## config.mk

```make
export PLATFORM = sky130hd
export DESIGN_NAME = pmc_counter
export DESIGN_NICKNAME = d
export VERILOG_FILES = /design/src/hw/pmc_pkg.sv /design/src/hw/pmc_counter.sv
export VERILOG_INCLUDE_DIRS = /design/src /design/src/hw
export SDC_FILE = /design/constraint.sdc
export NUM_CORES = 1
export LEC_CHECK = 0
export BUFFER_PORTS_ARGS = -buffer_cell sky130_fd_sc_hd__buf_2
export CORE_ASPECT_RATIO = 1.25
export CORE_MARGIN = 5
export CORE_UTILIZATION = 60
export DETAILED_ROUTE_END_ITERATION = 10
export PLACE_DENSITY = 0.86
export REMOVE_ABC_BUFFERS = 1
export SLEW_MARGIN = 10
export SYNTH_ARGS = -nofsm -noshare
export SYNTH_HDL_FRONTEND = slang
export SYNTH_SLANG_ARGS = --single-unit
```

## constraint.sdc

```tcl
create_clock -name clk -period 9.4 [get_ports clk]
set_input_delay 0.94 -clock clk [delete_from_list [all_inputs] [get_ports clk]]
set_output_delay 0.94 -clock clk [all_outputs]
set_load 0.005 [all_outputs]
```

## src/hw/pmc_map.svh

```systemverilog
`ifndef PMC_MAP_SVH
`define PMC_MAP_SVH
// Register byte addresses on the bus.
`define PMC_ADDR_STATUS_CTRL 4'h0
`define PMC_ADDR_COUNT 4'h4
`define PMC_ADDR_MODULO 4'h8
// Field positions inside the status/control register.
`define PMC_BIT_FLAG 7
`define PMC_SRC_HI 6
`define PMC_SRC_LO 5
`define PMC_BIT_IRQ_EN 4
`define PMC_PS_HI 3
`define PMC_PS_LO 0
// Reset values.
`define PMC_RST_BYTE 8'h00
`define PMC_RST_DIV 18'h00000
// Bus answers.
`define PMC_RESP_OKAY 2'b00
`define PMC_RESP_SLVERR 2'b10
`endif

```

## src/hw/pmc_pkg.sv

```systemverilog
`default_nettype none
package pmc_pkg;
  // Prescaler ratio, wide enough for the largest division of 200000.
  typedef logic [17:0] pmc_ratio_type;
  // Selected counting source.
  typedef enum logic [1:0] {
    PMC_SRC_SLOW,
    PMC_SRC_EXT,
    PMC_SRC_INT
  } pmc_src_type;
endpackage : pmc_pkg
`default_nettype wire

```

## src/hw/pmc_counter.sv

```systemverilog
// Overview of operation
// RULE_01: Bit 7 flags counter reached modulo.
// RULE_02: Write one clears flag; zero ignored.
// RULE_03: Bits 6-5 pick slow, external, internal sources.
// RULE_04: Changed source write clears prescaler, counter.
// RULE_05: Enable bit 4 gates interrupt request.
// RULE_06: Prescaler code zero stops counting.
// RULE_07: Ratio table depends on source bit 0.
// RULE_08: Changed prescaler write clears prescaler, counter.
// RULE_09: Reset clears flag, source, enable, prescaler.
// RULE_10: Count register read-only, writes ignored.
// RULE_11: Reset, modulo write, changes clear counter.
// RULE_12: Match wraps count to zero, sets flag.
// RULE_13: Modulo zero flags every prescaler edge.
// RULE_14: Any modulo write clears prescaler, counter.
// RULE_15: Modulo resets to zero.
// RULE_16: No device pins, internal signals only.
// RULE_17: Software enables source before selecting it.
// RULE_18: Count once per prescaler period, flag on wrap.
// RULE_19: Debug halt suspends counting, resumes held.
// RULE_20: Request is flag AND enable, level.
// RULE_21: Source edges synchronised, one step each.
//
// Design decisions made here: the placing of the registers and the AXI4-Lite slave port.
`include "pmc_map.svh"
`default_nettype none
module pmc_counter
  import pmc_pkg::*;
(
  input wire logic clk, // Bus clock, 50 MHz.
  input wire logic rst_b, // Synchronous reset, active low.
  input wire logic low_power_1khz_osc, // Asynchronous 1 kHz source.
  input wire logic external_ref_clock, // Asynchronous external source.
  input wire logic internal_ref_clock, // Asynchronous internal source.
  input wire logic debug_halt, // Active background debug, same domain.
  input wire logic [3:0] s_axi_awaddr, // Write address.
  input wire logic s_axi_awvalid, // Write address valid.
  output logic s_axi_awready, // Write address ready.
  input wire logic [31:0] s_axi_wdata, // Write data.
  input wire logic [3:0] s_axi_wstrb, // Write byte strobes.
  input wire logic s_axi_wvalid, // Write data valid.
  output logic s_axi_wready, // Write data ready.
  output logic [1:0] s_axi_bresp, // Write response.
  output logic s_axi_bvalid, // Write response valid.
  input wire logic s_axi_bready, // Write response ready.
  input wire logic [3:0] s_axi_araddr, // Read address.
  input wire logic s_axi_arvalid, // Read address valid.
  output logic s_axi_arready, // Read address ready.
  output logic [31:0] s_axi_rdata, // Read data.
  output logic [1:0] s_axi_rresp, // Read response.
  output logic s_axi_rvalid, // Read data valid.
  input wire logic s_axi_rready, // Read data ready.
  output logic match_irq // Interrupt request, level.
);

  // ----------------------------------------------------------------
  // Prescaler ratio lookup
  // ----------------------------------------------------------------

  // Ratio for each code and source bit 0; zero means off.
  function automatic pmc_ratio_type ratio_of(input logic [3:0] ps, input logic hi);
    pmc_ratio_type r;
    r = 18'd0;
    if (!hi) begin
      case (ps)
        4'h1: r = 18'd8;
        4'h2: r = 18'd32;
        4'h3: r = 18'd64;
        4'h4: r = 18'd128;
        4'h5: r = 18'd256;
        4'h6: r = 18'd512;
        4'h7: r = 18'd1024;
        4'h8: r = 18'd1;
        4'h9: r = 18'd2;
        4'ha: r = 18'd4;
        4'hb: r = 18'd10;
        4'hc: r = 18'd16;
        4'hd: r = 18'd100;
        4'he: r = 18'd500;
        4'hf: r = 18'd1000;
      endcase
    end else begin
      case (ps)
        4'h1: r = 18'd1024;
        4'h2: r = 18'd2048;
        4'h3: r = 18'd4096;
        4'h4: r = 18'd8192;
        4'h5: r = 18'd16384;
        4'h6: r = 18'd32768;
        4'h7: r = 18'd65536;
        4'h8: r = 18'd1000;
        4'h9: r = 18'd2000;
        4'ha: r = 18'd5000;
        4'hb: r = 18'd10000;
        4'hc: r = 18'd20000;
        4'hd: r = 18'd50000;
        4'he: r = 18'd100000;
        4'hf: r = 18'd200000;
      endcase
    end
    return r; // RULE_07
  endfunction : ratio_of

  // ----------------------------------------------------------------
  // Source synchronisers and edge detect
  // ----------------------------------------------------------------

  logic [2:0] src_meta_ff, src_sync_ff, src_last_ff, src_raw;
  logic [1:0] source_select_ff;
  logic [3:0] prescaler_select_ff;
  logic match_flag_ff, match_irq_enable_ff;
  logic [7:0] count_ff, modulo_ff;
  pmc_ratio_type div_ff;
  logic src_rise, tick, clear_cnt;

  assign src_raw = {internal_ref_clock, external_ref_clock, low_power_1khz_osc}; // RULE_16

  // Each source gets its own two-stage synchroniser; the edge detector only
  // looks at the second stage and its delayed copy so metastability never reaches the counter.
  genvar g;
  generate
    for (g = 0; g < 3; g++) begin : g_sync
      always_ff @(posedge clk) begin
        if (!rst_b) begin
          src_meta_ff[g] <= 1'b0;
          src_sync_ff[g] <= 1'b0;
          src_last_ff[g] <= 1'b0;
        end else begin
          src_meta_ff[g] <= src_raw[g];
          src_sync_ff[g] <= src_meta_ff[g]; // RULE_21
          src_last_ff[g] <= src_sync_ff[g];
        end
      end
    end
  endgenerate

  // Source mux; codes 2 and 3 both pick the internal clock.
  always_comb begin
    unique case (source_select_ff)
      2'b00: src_rise = src_sync_ff[0] & ~src_last_ff[0]; // RULE_03
      2'b01: src_rise = src_sync_ff[1] & ~src_last_ff[1]; // RULE_03
      default: src_rise = src_sync_ff[2] & ~src_last_ff[2]; // RULE_03
    endcase
  end

  // ----------------------------------------------------------------
  // AXI4-Lite slave
  // ----------------------------------------------------------------

  logic aw_held_ff;
  logic w_held_ff;
  logic [3:0] awaddr_ff;
  logic [31:0] wdata_ff;
  logic wstrb0_ff;
  logic wr_go;
  logic wr_ok;
  logic [7:0] wbyte;
  logic wr_sc;
  logic wr_mod;
  logic [31:0] rd_word;

  assign wr_go = aw_held_ff & w_held_ff & ~s_axi_bvalid;
  assign wr_ok = wr_go & wstrb0_ff;
  assign wbyte = wdata_ff[7:0];
  assign wr_sc = wr_ok & (awaddr_ff == `PMC_ADDR_STATUS_CTRL);
  assign wr_mod = wr_ok & (awaddr_ff == `PMC_ADDR_MODULO);

  // Address and data are caught independently, in either order.
  always_ff @(posedge clk) begin
    if (!rst_b) begin
      aw_held_ff <= 1'b0;
      w_held_ff <= 1'b0;
      awaddr_ff <= 4'h0;
      wdata_ff <= 32'h0000_0000;
      wstrb0_ff <= 1'b0;
      s_axi_awready <= 1'b0;
      s_axi_wready <= 1'b0;
      s_axi_bvalid <= 1'b0;
      s_axi_bresp <= `PMC_RESP_OKAY;
    end else begin
      s_axi_awready <= ~aw_held_ff & ~s_axi_awready & s_axi_awvalid;
      s_axi_wready <= ~w_held_ff & ~s_axi_wready & s_axi_wvalid;
      if (s_axi_awvalid & s_axi_awready) begin
        aw_held_ff <= 1'b1;
        awaddr_ff <= {s_axi_awaddr[3:2], 2'b00};
      end
      if (s_axi_wvalid & s_axi_wready) begin
        w_held_ff <= 1'b1;
        wdata_ff <= s_axi_wdata;
        wstrb0_ff <= s_axi_wstrb[0];
      end
      if (wr_go) begin
        s_axi_bvalid <= 1'b1;
        s_axi_bresp <= (awaddr_ff == `PMC_ADDR_STATUS_CTRL || awaddr_ff == `PMC_ADDR_COUNT
                        || awaddr_ff == `PMC_ADDR_MODULO) ? `PMC_RESP_OKAY : `PMC_RESP_SLVERR;
      end else if (s_axi_bvalid & s_axi_bready) begin
        s_axi_bvalid <= 1'b0;
        aw_held_ff <= 1'b0;
        w_held_ff <= 1'b0;
      end
    end
  end

  // Read mux; the count is live state, writes to it are dropped.
  always_comb begin
    rd_word = 32'h0000_0000;
    unique case ({s_axi_araddr[3:2], 2'b00})
      `PMC_ADDR_STATUS_CTRL: rd_word[7:0] = {match_flag_ff, source_select_ff,
                                             match_irq_enable_ff, prescaler_select_ff};
      `PMC_ADDR_COUNT: rd_word[7:0] = count_ff; // RULE_10
      `PMC_ADDR_MODULO: rd_word[7:0] = modulo_ff;
      default: rd_word = 32'h0000_0000;
    endcase
  end

  always_ff @(posedge clk) begin
    if (!rst_b) begin
      s_axi_arready <= 1'b0;
      s_axi_rvalid <= 1'b0;
      s_axi_rdata <= 32'h0000_0000;
      s_axi_rresp <= `PMC_RESP_OKAY;
    end else begin
      s_axi_arready <= ~s_axi_rvalid & ~s_axi_arready & s_axi_arvalid;
      if (s_axi_arvalid & s_axi_arready) begin
        s_axi_rvalid <= 1'b1;
        s_axi_rdata <= rd_word;
        s_axi_rresp <= (s_axi_araddr[3:2] == 2'b11) ? `PMC_RESP_SLVERR : `PMC_RESP_OKAY;
      end else if (s_axi_rvalid & s_axi_rready) begin
        s_axi_rvalid <= 1'b0;
      end
    end
  end

  // ----------------------------------------------------------------
  // Control registers
  // ----------------------------------------------------------------

  // Every modulo write, and status writes that change a selection, restart the timebase.
  assign clear_cnt = wr_mod // RULE_14
    | (wr_sc & (wbyte[`PMC_SRC_HI:`PMC_SRC_LO] != source_select_ff)) // RULE_04
    | (wr_sc & (wbyte[`PMC_PS_HI:`PMC_PS_LO] != prescaler_select_ff)); // RULE_08

  always_ff @(posedge clk) begin
    if (!rst_b) begin
      source_select_ff <= 2'b00; // RULE_09
      match_irq_enable_ff <= 1'b0; // RULE_09
      prescaler_select_ff <= 4'h0; // RULE_09
      modulo_ff <= `PMC_RST_BYTE; // RULE_15
    end else begin
      if (wr_sc) begin
        source_select_ff <= wbyte[`PMC_SRC_HI:`PMC_SRC_LO];
        match_irq_enable_ff <= wbyte[`PMC_BIT_IRQ_EN];
        prescaler_select_ff <= wbyte[`PMC_PS_HI:`PMC_PS_LO];
      end
      if (wr_mod) begin
        modulo_ff <= wbyte;
      end
    end
  end

  // ----------------------------------------------------------------
  // Prescaler and counter
  // ----------------------------------------------------------------

  pmc_ratio_type ratio;
  assign ratio = ratio_of(prescaler_select_ff, source_select_ff[0]);
  // A tick comes on the source edge that completes one ratio period.
  assign tick = src_rise & ~debug_halt & (ratio != 18'd0)
    & (div_ff == ratio - 18'd1); // RULE_06

  // Debug halt freezes both stages; the held values resume afterwards.
  always_ff @(posedge clk) begin
    if (!rst_b || clear_cnt) begin
      div_ff <= `PMC_RST_DIV; // RULE_11
      count_ff <= `PMC_RST_BYTE; // RULE_11
    end else if (src_rise && !debug_halt && ratio != 18'd0) begin // RULE_19
      div_ff <= tick ? `PMC_RST_DIV : div_ff + 18'd1; // RULE_18
      if (tick) begin
        count_ff <= (count_ff == modulo_ff) ? `PMC_RST_BYTE : count_ff + 8'd1; // RULE_12
      end
    end
  end

  // Set wins over a clear arriving in the same cycle.
  always_ff @(posedge clk) begin
    if (!rst_b) begin
      match_flag_ff <= 1'b0; // RULE_09
    end else if (tick && count_ff == modulo_ff) begin
      match_flag_ff <= 1'b1; // RULE_01 RULE_13
    end else if (wr_sc && wbyte[`PMC_BIT_FLAG]) begin
      match_flag_ff <= 1'b0; // RULE_02
    end
  end

  // Registered request; lags the flag by one cycle to stay glitch free.
  always_ff @(posedge clk) begin
    if (!rst_b) begin
      match_irq <= 1'b0;
    end else begin
      match_irq <= match_flag_ff & match_irq_enable_ff; // RULE_05 RULE_20
    end
  end
endmodule : pmc_counter
`default_nettype wire

```

==> flow_summary.toml <==
[run_status]
status = "finished clean"

[cells_and_area]
drive_gt1_frac = 0.137
area_growth_pct = 3.23
fill_cells = 693
antennaDiodeCount = 0
final_nets = 689

[routing]
via_per_inst = 5.88
drc_errors = 0
drt_iter0_drc = 464
drt_pass1_iterations = 5
ant_nets = 0
vias = 4306
wl_um = 11200
wl_per_cell_um = 15.2

[place]
gp_congestion = 0.865
dp.final_hpwl_um = 8050
portBuffers = 39

[min_path]
min_path_type = "register to register"
min_path_cells = 1
min_to = "src_sync_ff[1]"
hp-start = "src_meta_ff[1]"

[logic_synthesis]
async_flop_share = 0
ys_ff_latch = 80
synth_top_flop_cell = "dfxtp_1"
synth-edff-count = 0
syn_area_per_cell_sq_um = 8.20
synth_area_sq_um = 5070
ys_warn_count = 0
syn_inst = 619
seq_area_frac_synth = 0.316
ys_types = 79

[die]
coreArea_sq_um = 8240
placementRows = 37
ios = 97
die_h_um = 113
start_util = 0.616
die_w_um = 92.3
dieArea_sq_um = 10400

[flow_run]
max_cap_viol_count = 0

[sta]
max_freq_mhz = 276
tns_ns = 0
setup_viol = 0
rsz0062_at_grt = "no"
tightest_slew_ns = 1.05
fin_skew_ns = 0.0107
final.period_utilization = 0.385
slew_violations = 0
layout_min_cycle_time_ns = 3.62
slew_headroom = 0.279
whs_ns = 0.436
hold_viol_final = 0

[worst_setup_path]
ff2ff_setup_slack_ns = 5.78
crit_fanout = 18
crit_path_end_kind = "register"
worstReg2RegStart = "prescaler_select_ff[3]"
path_class = "register to register"
arrival_ns = 3.92
worstRegToRegCells = 10
cp-start-kind = "register"
r2r_end = "match_flag_ff"
required_ns = 9.70

[global_routing]
grt.overflow.total = 0
grt_pass1_vias = 4017
grt_max_degree = 55
grt_usage = 0.222
grt_pass1_wl_um = 18900
antenna_found_initial = 0

[clocking]
clk_latency_ns = 0.37
clock_sinks = 80
path_clk_slew_ns = 0.09
holdBufCountCts = 0
clockBufferDepth = 2
cts_buffers = 9
cts.htree.levels = 3
clockRootBuffer = "clkbuf_8"
cts_tree = "done"
post_cts_buffers = 0
cts_resized = 0

[power]
p_int_w = 0.000456
p_leak_nw = 2.08
p_comb_frac = 0.049
powerDensity_nw_per_um2 = 117
p_seq_frac = 0.569
power.share.switching = 0.256
vdd_drop_max_v = 0.000125
clkPwrFrac = 0.381
total_power_w = 0.000613
power.switching_w = 0.000157
## flip-flops by register name, indices dropped and copies added (netlist names), 2 cells and up
signal,cells
awaddr_ff,2
modulo_ff,8
div_ff,18
src_meta_ff,3
src_last_ff,3
prescaler_select_ff,4
s_axi_rdata,8
count_ff,8
source_select_ff,2
src_sync_ff,3
wdata_ff,8
## logic make-up after synthesis
family / synth area share
AOI/OAI and AO/OA: 0.185
xor gates and xnor gates: 0.0819
adders and majority gates: 0.0121
buffers and inverters: 0.0984
DFF: 0.316
muxes: 0.0340
other: 0.000739
and+or+nand+nor: 0.272
## cells in the final DEF (no fill, tap or decap), types with 3 or more instances in the layout
cell      count
a211oi_1      6
a21boi_0     22
a21oi_1      24
and2_1       15
and3_1        9
buf_2        39
buf_4         6
clkbuf_8      9
conb_1       26
dfxtp_1      80
ha_1          4
inv_1         5
inv_2         3
mux2i_1      15
nand2_1      84
nand2b_1     11
nand3_1      30
nand3b_1      5
nand4_1      12
nor2_1       45
nor2b_1      12
nor3_1        7
nor4_1        4
o211a_1       9
o211ai_1      9
o21ai_0      21
o21ai_1       7
o31ai_1       3
or2_2         3
or3_1         4
or4_1         3
xnor2_1      14
xor2_1       29
## how the worst max path moves through the flow
stage	endpoint	startpoint	cells after the start	slack, ns
after global placement	match_flag_ff	prescaler_select_ff[3]	10	5.99
after CTS	match_flag_ff	prescaler_select_ff[3]	10	5.85
after global routing	div_ff[13]	prescaler_select_ff[3]	10	5.61
after floorplan	match_flag_ff	prescaler_select_ff[3]	10	5.91
final	match_flag_ff	prescaler_select_ff[3]	10	5.78
after detailed placement	match_flag_ff	prescaler_select_ff[3]	10	5.86
## power by group through the flow
| stage | combinational, W | sequential, W | clock [W] |
|---|---|---|---|
| after global placement | 0.0000288 | 0.000357 | 0 |
| after detailed placement | 0.0000301 | 0.000357 | 0 |
| after global routing | 0.0000343 | 0.000350 | 0.000254 |
| after CTS | 0.0000302 | 0.000349 | 0.000239 |
| after floorplan | 0.0000153 | 0.000356 | 0 |
| final | 0.0000303 | 0.000349 | 0.000234 |
## metal layers
layer  GRT usage  vias up  part of all wire
li1            -     2141                 -
met2       0.391      149              0.51
met1       0.256     1982              0.40
met3      0.0332       34             0.053
met5           0        -                 0
met4       0.124        0             0.041
## per-stage QoR
stage | utilization | setup WS (ns) | cells | area [sq um]
floorplan | - | 5.91 | 574 | 4700
global placement | 0.614 | 5.99 | 716 | 5060
detailed placement | 0.614 | 5.86 | 716 | 5060
CTS | 0.636 | 5.85 | 732 | 5240
global route | 0.636 | 5.61 | 732 | 5240
finish | 0.636 | 5.78 | 732 | 5240
## cell type report
class	instances	area [sq um]	share of cell area
multi-input cells	486	3070	0.586
clock inverters	7	53.8	0.0103
clock buffers	9	124	0.0237
repair buffers	45	240	0.0459
well taps	97	121	0.0232
inverters	8	30.0	0.00573
flip-flops and latches	80	1600	0.306
## worst max-delay path, cell delays in order (launching register included)
cell      delay, ns
dfxtp_1        0.67
nand3_1        0.21
ha_1           0.41
nor3b_1        0.21
a21oi_1        0.15
o311ai_1       0.14
or3_1          0.37
a32o_1         0.29
nand4b_2       0.45
or3_1          0.52
a21boi_1       0.14
## synth_stat cells, drive strengths merged (15+ instances only)
master  count  share of area
a21boi     24          0.036
nand2      85          0.063
nor2       45          0.033
mux2i      15          0.030
nand3      30          0.030
dfxtp      80           0.32
xor2       29          0.050
clkbuf     21          0.016
o21ai      29          0.029
a21oi      25          0.025
xnor2      15          0.027
buf        49          0.077
and2       16          0.020
(Power assumes the default switching activity.)
